$ cat config.mk
export PLATFORM = sky130hd
export DESIGN_NAME = bytewide_decode_power_fail
export DESIGN_NICKNAME = d
export VERILOG_FILES = /design/src/logic/nvram_decode_pkg.sv /design/src/logic/level_sync.sv /design/src/logic/bytewide_decode_power_fail.sv
export SDC_FILE = /design/constraint.sdc
export NUM_CORES = 1
export LEC_CHECK = 0
export ABC_CLOCK_PERIOD_IN_PS = 4200
export BUFFER_PORTS_ARGS = -buffer_cell sky130_fd_sc_hd__buf_2
export CORE_MARGIN = 2
export CORE_UTILIZATION = 30
export CTS_CLUSTER_DIAMETER = 40
export DETAILED_ROUTE_END_ITERATION = 12
export HOLD_SLACK_MARGIN = 0.05
export PLACE_DENSITY = 0.64
export SLEW_MARGIN = 20
export SYNTH_ARGS = -nofsm -noshare
export SYNTH_HDL_FRONTEND = slang
export SYNTH_SLANG_ARGS = --single-unit
$ cat constraint.sdc
create_clock -name clk_sys -period 4.2 [get_ports clk_sys]
set_clock_uncertainty 0.2 [all_clocks]
set_input_delay 0.84 -clock clk_sys [delete_from_list [all_inputs] [get_ports clk_sys]]
set_output_delay 0.84 -clock clk_sys [all_outputs]
set_load 0.01 [all_outputs]
$ cat src/logic/nvram_decode_pkg.sv
// Constants shared by the byte-wide decode and supply sequencing logic.
// Assumes a single processor clock at 125 MHz.
package nvram_decode_pkg;
  // Top of the byte-wide window; bit 15 clear means the SRAM window.
  localparam logic [15:0] BW_LIMIT      = 16'h7FFF;
  localparam int          BW_AW         = 15;
  localparam int          BW_TOP_BIT    = 15;
  // Power-fail interrupt vector address.
  localparam logic [15:0] PFW_VECTOR    = 16'h002B;
  // Partition granularity: one protect bit per 4K block of the window.
  localparam int          PART_BLOCKS   = 8;
  localparam int          PART_SHIFT    = 12;
  // Supply sequence states, ordered by falling threshold.
  typedef enum logic [1:0] {
    SUP_NORMAL  = 2'b00,
    SUP_WARN    = 2'b01,
    SUP_RESET   = 2'b10,
    SUP_BATTERY = 2'b11
  } supply_state_t;
endpackage : nvram_decode_pkg

$ cat src/logic/level_sync.sv
// Three-stage synchroniser with agreement filter for one async level.
// Assumes the input may change at any time relative to clk_sys.
`timescale 1ns/10ps
`default_nettype none
module level_sync (
  // Clock and reset.
  input  wire logic clk_sys,
  input  wire logic reset_n,
  // Asynchronous level in, filtered level out.
  input  wire logic async_in,
  output var  logic level_q
);
  // Whole state of the synchroniser in one packed struct.
  typedef struct packed {
    logic s1;
    logic s2;
    logic s3;
    logic lvl;
  } sync_state_t;

  sync_state_t st_q;
  sync_state_t st_d;

  // Only the second and third stages are compared, never the first.
  always_comb begin
    st_d    = st_q;
    st_d.s1 = async_in;
    st_d.s2 = st_q.s1;
    st_d.s3 = st_q.s2;
    if (st_q.s2 == st_q.s3) begin
      st_d.lvl = st_q.s3;
    end
  end

  // Registers with a constant reset value.
  always_ff @(posedge clk_sys or negedge reset_n) begin
    if (!reset_n) begin
      st_q <= '0;
    end else begin
      st_q <= st_d;
    end
  end

  assign level_q = st_q.lvl;
endmodule // level_sync
`default_nettype wire

$ cat src/logic/bytewide_decode_power_fail.sv
// Byte-wide SRAM decode, write protection and supply-fail sequencing.
// Assumes the core issues one access request per cycle, and that the
// comparator inputs are active high when supply is below each threshold.
// Function
// - 0000h-7FFFh accesses go to primary SRAM select.
// - Unmapped accesses use multiplexed expanded bus.
// - Second data-only 32K bank via bank-2 select.
// - Bank-2 data access never appears on ports.
// - Enabled warning flag vectors interrupt to 2Bh.
// - Warning never halts or alters processing.
// - Reset threshold holds core in reset.
// - Selects and write strobe high during reset.
// - Top address bit keeps level in reset.
// - Below battery level switch supply to battery.
// - Events ordered warning, reset, then battery.
// - Top two address bits driven inverted.
// - No write strobe to program-partition blocks.
`timescale 1ns/10ps
`default_nettype none
module bytewide_decode_power_fail (
  // Clock and reset.
  input  wire logic        clk_sys,
  input  wire logic        reset_n,
  // Core access request.
  input  wire logic        acc_valid,
  input  wire logic        acc_is_data,
  input  wire logic        acc_write,
  input  wire logic        acc_bank2,
  input  wire logic [15:0] acc_addr,
  input  wire logic [7:0]  acc_wdata,
  output logic [7:0]       acc_rdata_q,
  // Configuration.
  input  wire logic        pfw_enable,
  input  wire logic [7:0]  program_block_mask,
  // Supply comparators, high when supply is below the level.
  input  wire logic        warning_threshold,
  input  wire logic        reset_threshold,
  input  wire logic        battery_level,
  // Byte-wide bus.
  output logic             primary_sram_select_n_q,
  output logic             data_bank2_select_n_q,
  output logic             write_strobe_n_q,
  output logic [14:0]      bytewide_address_q,
  output logic [7:0]       bytewide_data_out_q,
  output logic             bytewide_data_oe_q,
  input  wire logic [7:0]  bytewide_data_in,
  // Expanded bus request and core controls.
  output logic             expanded_req_q,
  output logic             pfw_irq_q,
  output logic [15:0]      pfw_vector_q,
  output logic             core_reset_q,
  output logic             supply_on_battery_q
);
  // Synchronised comparator levels.
  logic warn_s;
  logic rst_s;
  logic batt_s;

  // Every comparator passes four flops before use.
  level_sync u_sync_warn (.clk_sys(clk_sys), .reset_n(reset_n),
    .async_in(warning_threshold), .level_q(warn_s));
  level_sync u_sync_rst (.clk_sys(clk_sys), .reset_n(reset_n),
    .async_in(reset_threshold), .level_q(rst_s));
  level_sync u_sync_batt (.clk_sys(clk_sys), .reset_n(reset_n),
    .async_in(battery_level), .level_q(batt_s));

  // Whole module state in one struct.
  typedef struct packed {
    nvram_decode_pkg::supply_state_t sup;
    logic        ce1_n;
    logic        ce2_n;
    logic        we_n;
    logic [14:0] addr;
    logic [7:0]  dout;
    logic        doe;
    logic [7:0]  rdata;
    logic        exp_req;
    logic        irq;
    logic        warn_prev;
    logic        core_rst;
    logic        on_batt;
  } dec_state_t;

  dec_state_t st_q;
  dec_state_t st_d;

  // Decode helpers.
  logic       in_window;
  logic [2:0] blk;
  logic       prot;
  logic       held;

  // Window hit and partition protect lookup.
  always_comb begin
    in_window = (acc_addr <= nvram_decode_pkg::BW_LIMIT);
    blk  = acc_addr[nvram_decode_pkg::BW_TOP_BIT-1 -: 3];
    prot = program_block_mask[blk] & ~acc_is_data;
    // Program-space writes never exist, but data writes into a
    // program-designated block are also refused.
    prot = program_block_mask[blk];
    held = (st_q.sup == nvram_decode_pkg::SUP_RESET) ||
           (st_q.sup == nvram_decode_pkg::SUP_BATTERY);
  end

  // Next-state logic for supply sequence and bus drive.
  always_comb begin
    st_d = st_q;
    // Sequence follows the deepest threshold crossed.
    if (batt_s) begin
      st_d.sup = nvram_decode_pkg::SUP_BATTERY;
    end else if (rst_s) begin
      st_d.sup = nvram_decode_pkg::SUP_RESET;
    end else if (warn_s) begin
      st_d.sup = nvram_decode_pkg::SUP_WARN;
    end else begin
      st_d.sup = nvram_decode_pkg::SUP_NORMAL;
    end
    st_d.warn_prev = warn_s;
    // Interrupt pulse on warning entry; processing is untouched.
    st_d.irq = warn_s & ~st_q.warn_prev & pfw_enable & ~held;
    st_d.core_rst = rst_s | batt_s;
    st_d.on_batt  = batt_s;
    // Default: bus idle.
    st_d.ce1_n   = 1'b1;
    st_d.ce2_n   = 1'b1;
    st_d.we_n    = 1'b1;
    st_d.doe     = 1'b0;
    st_d.exp_req = 1'b0;
    st_d.rdata   = bytewide_data_in;
    if (held || rst_s || batt_s) begin
      // Strobes inactive; top address bit keeps its level.
      st_d.addr = {st_q.addr[14], 14'h0000};
    end else if (acc_valid) begin
      // Top two bits inverted from the logical address.
      st_d.addr = {~acc_addr[14], ~acc_addr[13], acc_addr[12:0]};
      case ({acc_bank2 & acc_is_data, in_window})
        2'b10, 2'b11: begin
          // Data-only bank; ports stay quiet.
          st_d.ce2_n = 1'b0;
          st_d.we_n  = ~acc_write;
          st_d.doe   = acc_write;
        end
        2'b01: begin
          st_d.ce1_n = 1'b0;
          st_d.we_n  = ~(acc_write & acc_is_data & ~prot);
          st_d.doe   = acc_write & acc_is_data & ~prot;
        end
        default: begin
          st_d.exp_req = 1'b1;
        end
      endcase
      st_d.dout = acc_wdata;
    end
  end

  // State register; outputs inactive from reset, except core reset, which starts asserted.
  always_ff @(posedge clk_sys or negedge reset_n) begin
    if (!reset_n) begin
      st_q       <= '0;
      st_q.ce1_n <= 1'b1;
      st_q.ce2_n <= 1'b1;
      st_q.we_n  <= 1'b1;
      st_q.core_rst <= 1'b1;
    end else begin
      st_q <= st_d;
    end
  end

  // Outputs straight from the state flops, except the constant interrupt vector.
  assign primary_sram_select_n_q = st_q.ce1_n;
  assign data_bank2_select_n_q   = st_q.ce2_n;
  assign write_strobe_n_q        = st_q.we_n;
  assign bytewide_address_q      = st_q.addr;
  assign bytewide_data_out_q     = st_q.dout;
  assign bytewide_data_oe_q      = st_q.doe;
  assign acc_rdata_q             = st_q.rdata;
  assign expanded_req_q          = st_q.exp_req;
  assign pfw_irq_q               = st_q.irq;
  assign pfw_vector_q            = nvram_decode_pkg::PFW_VECTOR;
  assign core_reset_q            = st_q.core_rst;
  assign supply_on_battery_q     = st_q.on_batt;

  // Strobes stay high while supply is at reset level.
  strobes_held_a: assert property (@(posedge clk_sys) disable iff (!reset_n)
    core_reset_q |-> (primary_sram_select_n_q && data_bank2_select_n_q
                      && write_strobe_n_q))
    else $error("strobe active during supply reset");
  // Bank-2 access never raises an expanded bus request.
  bank2_quiet_a: assert property (@(posedge clk_sys) disable iff (!reset_n)
    !data_bank2_select_n_q |-> !expanded_req_q)
    else $error("bank-2 access leaked to ports");
  // Window access selects primary SRAM next cycle.
  window_sel_a: assert property (@(posedge clk_sys) disable iff (!reset_n)
    (acc_valid && !acc_addr[15] && !acc_bank2 && !rst_s && !batt_s
     && !core_reset_q) |=> !primary_sram_select_n_q)
    else $error("window access missed primary select");
  // Outside window goes to expanded bus.
  exp_route_a: assert property (@(posedge clk_sys) disable iff (!reset_n)
    (acc_valid && acc_addr[15] && !acc_bank2 && !rst_s && !batt_s
     && !core_reset_q) |=> expanded_req_q && primary_sram_select_n_q)
    else $error("unmapped access not on expanded bus");
  // Protected block never sees a write strobe.
  protect_a: assert property (@(posedge clk_sys) disable iff (!reset_n)
    (!primary_sram_select_n_q && !write_strobe_n_q) |->
      !$past(program_block_mask[acc_addr[14:12]]))
    else $error("write strobe to program block");
  // Warning interrupt only when enabled.
  irq_enable_a: assert property (@(posedge clk_sys) disable iff (!reset_n)
    pfw_irq_q |-> $past(pfw_enable) && $past(warn_s))
    else $error("interrupt without enabled warning");
  // Top address bit holds while held in reset.
  top_hold_a: assert property (@(posedge clk_sys) disable iff (!reset_n)
    (core_reset_q && $past(core_reset_q)) |->
      $stable(bytewide_address_q[14]))
    else $error("top address bit moved in reset");
  // Battery implies reset.
  order_a: assert property (@(posedge clk_sys) disable iff (!reset_n)
    supply_on_battery_q |-> core_reset_q)
    else $error("battery without reset");
  // Inversion of address bit 13.
  invert_a: assert property (@(posedge clk_sys) disable iff (!reset_n)
    (acc_valid && !rst_s && !batt_s && !core_reset_q) |=>
      bytewide_address_q[13] == !$past(acc_addr[13]))
    else $error("address bit 13 not inverted");
endmodule // bytewide_decode_power_fail
`default_nettype wire

==> reports/metrics.cfg, run 1 <==
[hold_path]
hold_depth=0
hp-class=register to register
worstHoldEndpoint=u_sync_batt.st_d[1]
hp-start=u_sync_batt.st_d[2]

[global_routing]
grt_pass1_vias=1285
overflow=0
grt_use_total_pct=10.6
antenna_found_initial=0
grt_pass1_wl_um=6360
grt_max_degree=54

[synthesis]
syn_inst=171
synth_fa_ha_area_share_pct=1.39
synth_mux_area_share_pct=1.96
synth_edf_count=0
synth_top_cell_area_share_pct=56.6
synth_flop_cell=dfrtp_1
netlist_top_cells_area=dfrtp_1 (57%), buf_4 (17%), a22o_1 (5.3%)
synthXorXnorAreaFrac_pct=0
async_reset_ff_share_pct=100
synth_cell_type_count=25
synth-seq-area-share_pct=61.4
synth_compound_area_share_pct=7.39
synth-seq-cells=53
netlist_area_mm2=0.00217
synth_area_per_cell_um2=12.7
synth-simple-area-share_pct=9.58
synth_top_area_cell=dfrtp_1
yosysWarnings=0
synth_top_family_by_area=buffers and inverters

[floorplanning]
rows=30
die_w_um=89.0
start_util_pct=31.4
dieHeight_um=89.0
io_pins=105
die_area_mm2=0.00792
core-area_mm2=0.00691

[setup_path]
cpPeakStageDelay_ns=0.67
critPathArrivalTime_ns=2.09
start_kind=input port
r2r_end=bytewide_address_q[5]
worstSetupPathType=input port to register
cp_slowest_cell=nor4b_4
cp_max_fo=15
critPathBufInv=2
required_ns=4.24
path_cells=buf_2, nor4b_4, buf_4, a22o_1
ff2ff_path_depth=3
reg2reg_from=st_q[41]
cp_top_family=simple AND/OR/NAND/NOR gates
rrSetupSlack_ns=2.25
endpoint_kind=register

[sta]
slew_violations=0
hold_viol_final=0
fin_tns_setup_ns=0
layout_min_cycle_time_ns=2.05
tightest_slew_ns=0.804
fin_crit_sh_pct=48.8
fmax_ghz=0.488
slew_headroom_pct=46.2
rsz0062_at_grt=false
setup_viol=0

[route]
vias=1331
dr.first_iter.drc_count=48
viasPerCell=4.05
drc=0
drt-wirelength-per-cell_um=12.5
routed_wl_um=4100
drt_first_pass_iters=4
drt.antenna.violating_nets=0

[power]
p_leak_uw=0.00135
peakVddDrop_v=0.000173
p_per_area_mw_per_mm2=407

[cells_and_area]
fin_util_pct=36.3
antenna_cells=0
area_growth_pct=15.8
final_layout_size_suffix_gt1_share_pct=47.6
fin_nets=282
mostFrequentLayoutCell=buf_2
final_cell_mix=buf_2 (88), dfrtp_1 (49), nand2_1 (29), conb_1 (16), a22o_1 (13)

[clock_network]
clk_latency_ns=0.30
cts_resized=0
post-cts-setup-buffers=0
cts_tree=done
h-tree-depth=2
cts_buffers=5
clock_path_buffers=2
clkTransAtPathRegs_ns=0.10
numClockSinks=53
cts-hold-fix-buffers=0
cts-root-buf=clkbuf_8

[place]
gp_congestion=0.743
dp_hpwl_um=3010
placement.io_buffers=88

[outcome]
status=finished, final reports clean

[flow_run]
maxCapViolCount=0

[power by group]
group / switching (µW) / internal [µW] / leakage (µW) / total, µW
clock: 164 / 118 / 0.0000445 / 283
combinational: 83.8 / 67.3 / 0.000644 / 151
sequential: 26.7 / 560 / 0.000657 / 586
[how the worst max path moves through the flow]
stage,depth (start not counted),start,endpoint,slack [ns]
2_1_floorplan,4,acc_valid,bytewide_data_out_q[0],2.35
3_3_place_gp,4,acc_valid,bytewide_address_q[4],1.84
3_5_place_dp,4,acc_valid,bytewide_address_q[5],1.79
4_1_cts,4,acc_valid,bytewide_address_q[5],2.11
5_1_grt,4,acc_valid,bytewide_address_q[0],2.00
6_report,4,acc_valid,bytewide_address_q[5],2.15
[sequential cells by signal, summed over array words and instances (netlist names), 2 cells and up]
name and flops:
st_q 2, u_sync_rst.st_d 2, u_sync_warn.st_d 2, bytewide_data_out_q 8, bytewide_address_q 15, u_sync_batt.st_d 2
acc_rdata_q 8
[cells by family (layout without fill, tap and decap cells)]
kind of cell | after synthesis | count (layout)
fa+ha+maj | 3 | 3
other cells | 2 | 16
simple gates | 40 | 40
flops | 53 | 53
buf+inv | 52 | 100
mux | 3 | 3
compound gates | 18 | 18
[per-stage QoR]
| step | power (µW) | hold WS [ns] | instances | worst slack, ns | instance area (µm²) |
|---|---|---|---|---|---|
| 5_1_grt | 1090 | 0.164 | 329 | 2.00 | 2510 |
| 4_1_cts | 1050 | 0.160 | 329 | 2.11 | 2510 |
| 3_5_place_dp | 751 | 0.136 | 321 | 1.79 | 2420 |
| 6_report | 1020 | 0.157 | 329 | 2.15 | 2510 |
| 3_3_place_gp | 747 | 0.133 | 321 | 1.84 | 2420 |
| 2_1_floorplan | 726 | 0.131 | 185 | 2.35 | 2220 |
[area by class of cell]
cell class                      count  area (µm²)
Clock inverter                      3        21.3
Sequential cell                    53        1330
Multi-Input combinational cell     80         500
Inverter                            1        3.75
Tap cell                           96         120
Clock buffer                        5        68.8
Timing Repair Buffer               91         463
Fill cell                         710        4400
[per-layer routing]
layer  routed length [µm]  GRT usage, %  share of wire, %
met4                   55          2.31               1.3
met2                 2030          18.5                49
met3                  442          4.89                11
met5                    0             0                 0
met1                 1570          12.0                38
[cells in the mapped netlist, types with 2 or more instances]
cell / n
a22o_1: 13
conb_1: 2
dfstp_2: 4
buf_4: 49
maj3_1: 3
and3_1: 2
dfrtp_1: 49
nand3_1: 2
nand2_1: 29
o21ai_2: 2
mux2i_1: 2
Note: power is estimated with default switching activity, not from simulation.
==> run 2, diff against run 1 <==
--- a/config.mk
+++ b/config.mk
@@ -5,14 +5,14 @@
 export SDC_FILE = /design/constraint.sdc
 export NUM_CORES = 1
 export LEC_CHECK = 0
-export ABC_CLOCK_PERIOD_IN_PS = 4200
+export ABC_CLOCK_PERIOD_IN_PS = 1800
 export BUFFER_PORTS_ARGS = -buffer_cell sky130_fd_sc_hd__buf_2
 export CORE_MARGIN = 2
 export CORE_UTILIZATION = 30
 export CTS_CLUSTER_DIAMETER = 40
 export DETAILED_ROUTE_END_ITERATION = 12
 export HOLD_SLACK_MARGIN = 0.05
-export PLACE_DENSITY = 0.64
+export PLACE_DENSITY = 0.66
 export SLEW_MARGIN = 20
 export SYNTH_ARGS = -nofsm -noshare
 export SYNTH_HDL_FRONTEND = slang
==> constraint.sdc (replaced) <==
create_clock -name clk_sys -period 1.8 [get_ports clk_sys]
set_clock_uncertainty 0.2 [all_clocks]
set_input_delay 0.36 -clock clk_sys [delete_from_list [all_inputs] [get_ports clk_sys]]
set_output_delay 0.36 -clock clk_sys [all_outputs]
set_load 0.01 [all_outputs]
==> run 2 against run 1 <==
Net effect: combinational power increased to 2.6 times the previous value; via count grew 7.0%; highest routed layer unchanged; die area unchanged; largest cell class unchanged; utilization up 3.2 points; non-clock buffer count rose by 21; power rose by 140%; worst setup slack worse by 1.9 ns.
==> reports/metrics.cfg, run 2 (synthesis gave the netlist of run 1 again) <==
[power]
clkPwrFrac_pct=27.2
internal_power_uw=1810
switchingPower_uw=619
power_frac_comb_pct=16.3
p_per_area_mw_per_mm2=890
p_leak_uw=0.00144
peakVddDrop_v=0.000404
switching_share_pct=25.5
seqPwrFrac_pct=56.4

[route]
routed_wl_um=4270
drt_first_pass_iters=4
vias=1424
dr.first_iter.drc_count=46
drc=0
drt.antenna.violating_nets=0
drt-wirelength-per-cell_um=12.2
viasPerCell=4.07

[setup_path]
path_cells=or4b_4, nand2_1, o21ai_2
critPathArrivalTime_ns=1.56
worstSetupPathType=register to register
start_kind=register
required_ns=1.79
cp_max_fo=11
rrSetupSlack_ns=0.23
endpoint_kind=register
cpPeakStageDelay_ns=0.64
cp_slowest_cell=or4b_4

[cells_and_area]
fin_nets=303
antenna_cells=0
mostFrequentLayoutCell=buf_2
largest_reg_flops=15
final_layout_size_suffix_gt1_share_pct=43.3
area_growth_pct=25.9
final_cell_mix=buf_2 (88), dfrtp_1 (49), nand2_1 (29), dlygate4sd3_1 (20), conb_1 (16)
finalNonFillerCells=350
seq_area_mm2=0.00133
multi_input_area_um2=500
fillers=695

[clock_network]
post-cts-setup-buffers=0
clock_path_buffers=2
cts-root-buf=clkbuf_8
clk_latency_ns=0.29
h-tree-depth=2
clkTransAtPathRegs_ns=0.08
cts_buffers=5
cts_resized=0
cts_tree=done
numClockSinks=53

[global_routing]
antenna_found_initial=0
grt_use_total_pct=10.5
grt_pass1_vias=1353
grt_max_degree=54
overflow=0
grt_pass1_wl_um=6250

[floorplanning]
core-area_mm2=0.00691
rows=30
dieHeight_um=89.0
die_area_mm2=0.00792
io_pins=105
start_util_pct=31.4
die_w_um=89.0

[sta]
fin_tns_setup_ns=0
fmax_ghz=0.637
hold_viol_final=0
setup_viol=0
fin_crit_sh_pct=87.2
slew_violations=0
rsz0062_at_grt=false
layout_min_cycle_time_ns=1.57

[hold_path]
hp-class=input port to register

[place]
placed_cells=322
dp_hpwl_um=3020
placement.io_buffers=88
gp_congestion=0.622

[outcome]
status=finished, final reports clean

[flow_run]
maxCapViolCount=0

==> run 2: cell types whose count changed in the layout (fill, tap and decap cells not counted) <==
cell           previous run  this run
dlygate4sd3_1             0        20
clkbuf_1                  0         2
clkbuf_8                  5         6
clkinvlp_4                1         0
inv_6                     1         0
buf_12                    0         1
clkinv_2                  1         0
==> run 2: stage by stage <==
step                hold WS [ns]  setup WS, ns  util, %  power (µW)  instance area (µm²)
finish                    0.0657         0.230     39.5        2430                 2730
global route              0.0760         0.168     39.5        2560                 2730
CTS                       0.0505         0.225     39.5        2470                 2730
detailed placement         0.135         0.226     35.3        1760                 2440
global placement           0.136         0.256     35.3        1750                 2440
floorplan                 -0.136         0.277        -        1690                 2220
==> run 2: worst paths after layout <==
| path | from | to | depth (start not counted) |
|---|---|---|---|
| max in group asynchronous | reset_n | data_bank2_select_n_q | 3 |
| worst min-delay path | acc_wdata[2] | bytewide_data_out_q[2] | 3 |
| worst max register to register | u_sync_rst.level_q | bytewide_address_q[14] | 3 |
| worst max-delay path | u_sync_rst.level_q | bytewide_address_q[14] | 3 |
| min in group asynchronous | reset_n | bytewide_address_q[11] | 3 |
| worst min register to register | u_sync_rst.st_d[2] | u_sync_rst.st_d[1] | 0 |
==> run 2: layer usage <==
metal  track usage [%]  vias to the layer above  share of wire (%)
met4              3.26                        0                1.1
met5                 0                        -                  0
met2              19.3                       63                 53
li1                  -                      667                  -
met1              11.4                      688                 38
met3              3.42                        6                7.7
==> run 2: power groups by stage <==
stage          sequential (µW)  clock (µW)  combinational, µW
5_1_grt                   1380         731                442
3_3_place_gp              1390           0                359
6_report                  1370         661                397
3_5_place_dp              1390           0                372
2_1_floorplan             1380           0                311
4_1_cts                   1370         695                403
==> run 2: layout make-up <==
class                      instances  share of cell area [%]
timing repair buffer             112                    25.0
inverter                           1                   0.138
tap                               96                    4.40
sequential                        53                    48.8
multi-input combinational         80                    18.3
clock buffer                       8                    3.30
==> run 2: what timing repair did <==
| action | in CTS | in global routing |
|---|---|---|
| endpoints found under the hold margin | 68 | 0 |
| hold buffers | 20 | 0 |
| setup endpoints to repair | 0 | 0 |
==> run 2: critical path, delay by kind of cell (launching register included) <==
family             cells  cell delay, ns
and+or+nand+nor        2            0.76
DFF                    1            0.46
AOI/OAI and AO/OA      1            0.05
==> run 3, diff against run 2 <==
--- a/config.mk
+++ b/config.mk
@@ -12,7 +12,7 @@
 export CTS_CLUSTER_DIAMETER = 40
 export DETAILED_ROUTE_END_ITERATION = 12
 export HOLD_SLACK_MARGIN = 0.05
-export PLACE_DENSITY = 0.66
+export PLACE_DENSITY = 0.69
 export SLEW_MARGIN = 20
 export SYNTH_ARGS = -nofsm -noshare
 export SYNTH_HDL_FRONTEND = slang
==> run 3 against run 2 <==
Net effect: global-route usage rose by 0.46 points; via count rose by 1.5%; first-iteration DRC count fell by 11%; flip-flop and latch count did not move; power rose by 6.8%; non-clock buffer count rose by 2; utilization rose by 0.63 points; critical path type unchanged; combinational power barely moved; worst setup slack got worse by 0.022 ns; routed wire length rose by 4.3%.
==> reports/metrics.cfg, run 3 (synthesis gave the netlist of run 1 again) <==
[cells_and_area]
final_cell_mix=buf_2 (88), dfrtp_1 (49), nand2_1 (29), dlygate4sd3_1 (21), conb_1 (16)
fin_util_pct=40.1
final_layout_size_suffix_gt1_share_pct=44.1
antenna_cells=0
mostFrequentLayoutCell=buf_2
largest_reg_flops=15
fin_nets=305
area_growth_pct=27.9

[sta]
rsz0062_at_grt=false
layout_min_cycle_time_ns=1.59
fin_crit_sh_pct=88.4
fmax_ghz=0.628
hold_viol_final=0
slew_violations=0
fin_tns_setup_ns=0
setup_viol=0

[setup_path]
endpoint_kind=register
setup.worst_path.end=bytewide_address_q[14]
cp_top_family=simple AND/OR/NAND/NOR gates
r2r_end=bytewide_address_q[14]
cp-startpoint=u_sync_rst.level_q
ff2ff_path_depth=3
path_cells=or4b_4, nand2_1, o21ai_2
required_ns=1.81
reg2reg_from=u_sync_rst.level_q
critPathArrivalTime_ns=1.60
worstSetupPathType=register to register
critPathBufInv=0
start_kind=register
cp_max_fo=11
cpPeakStageDelay_ns=0.65
rrSetupSlack_ns=0.21
cp_slowest_cell=or4b_4
cp_num_cells=3

[floorplanning]
rows=30
io_pins=105
start_util_pct=31.4
dieHeight_um=89.0
die_w_um=89.0
die_area_mm2=0.00792
core-area_mm2=0.00691

[clock_network]
cts-root-buf=clkbuf_8
cts_buffers=5
clkTransAtPathRegs_ns=0.10
numClockSinks=53
cts_tree=done
clk_latency_ns=0.30
cts_resized=0
h-tree-depth=2
clock_path_buffers=2

[route]
vias=1446
drc=0
drt.antenna.violating_nets=0
drt_first_pass_iters=4
drt-wirelength-per-cell_um=12.7
routed_wl_um=4460
viasPerCell=4.11
dr.first_iter.drc_count=41

[power]
peakVddDrop_v=0.000448
p_leak_uw=0.00146
p_per_area_mw_per_mm2=936

[global_routing]
overflow=0
grt_pass1_wl_um=6430
grt_use_total_pct=11.0
antenna_found_initial=0
grt_pass1_vias=1362
grt_max_degree=54

[hold_path]
hp-class=input port to register

[outcome]
status=finished, final reports clean

[place]
dp_hpwl_um=3100
gp_congestion=0.689
placement.io_buffers=88

[flow_run]
maxCapViolCount=0

## run 3: changes by cell type in the layout (fill, tap and decap cells not counted)
cell	delta
clkbuf_1	-2
clkbuf_8	-1
bufinv_16	+1
dlygate4sd3_1	+1
inv_6	+2
buf_4	+1
## run 3: worst min path at each step
stage	depth (start not counted)	endpoint	slack (ns)	start
after detailed placement	0	u_sync_warn.st_d[1]	0.14	u_sync_warn.st_d[2]
after floorplan	0	acc_rdata_q[0]	-0.14	reset_n
after CTS	2	data_bank2_select_n_q	0.06	acc_bank2
final	2	data_bank2_select_n_q	0.07	acc_bank2
after global routing	2	bytewide_address_q[11]	0.06	acc_addr[11]
after global placement	0	u_sync_rst.st_d[1]	0.13	u_sync_rst.st_d[2]
## run 3: final cells by class
class | count | area (µm²)
fill | 702 | 4130
sequential | 53 | 1330
timing repair buffer | 114 | 701
multi-input combinational | 80 | 500
tap | 96 | 120
clock buffer | 5 | 68.8
clock inverter | 3 | 47.5
inverter | 1 | 3.75
## run 3: what timing repair did
action	CTS	global route
setup endpoints to repair	0	0
buffers inserted	0	0
hold endpoints to repair	69	0
hold buffers	21	0
## run 3: power by group
group / switching (µW) / internal, µW / leakage (µW)
combinational: 207 / 192 / 0.000747
clock: 401 / 424 / 0.0000591
sequential: 64.4 / 1310 / 0.000657
## run 3: per-layer routing
layer | GRT usage [%] | vias up | share of wire, %
li1 | - | 676 | -
met1 | 12.2 | 684 | 40
met2 | 19.5 | 79 | 49
met3 | 3.88 | 7 | 9.4
met4 | 3.66 | 0 | 1.6
met5 | 0 | - | 0
## run 3: metrics by stage
| step | instances | hold WS (ns) | setup WS, ns | power, µW | area (µm²) |
|---|---|---|---|---|---|
| 6_report | 352 | 0.0685 | 0.208 | 2590 | 2770 |
| 5_1_grt | 352 | 0.0641 | 0.151 | 2730 | 2770 |
| 4_1_cts | 352 | 0.0551 | 0.199 | 2630 | 2770 |
| 3_5_place_dp | 323 | 0.137 | 0.217 | 1760 | 2450 |
| 3_3_place_gp | 323 | 0.134 | 0.241 | 1750 | 2450 |
| 2_1_floorplan | 185 | -0.136 | 0.277 | 1690 | 2220 |
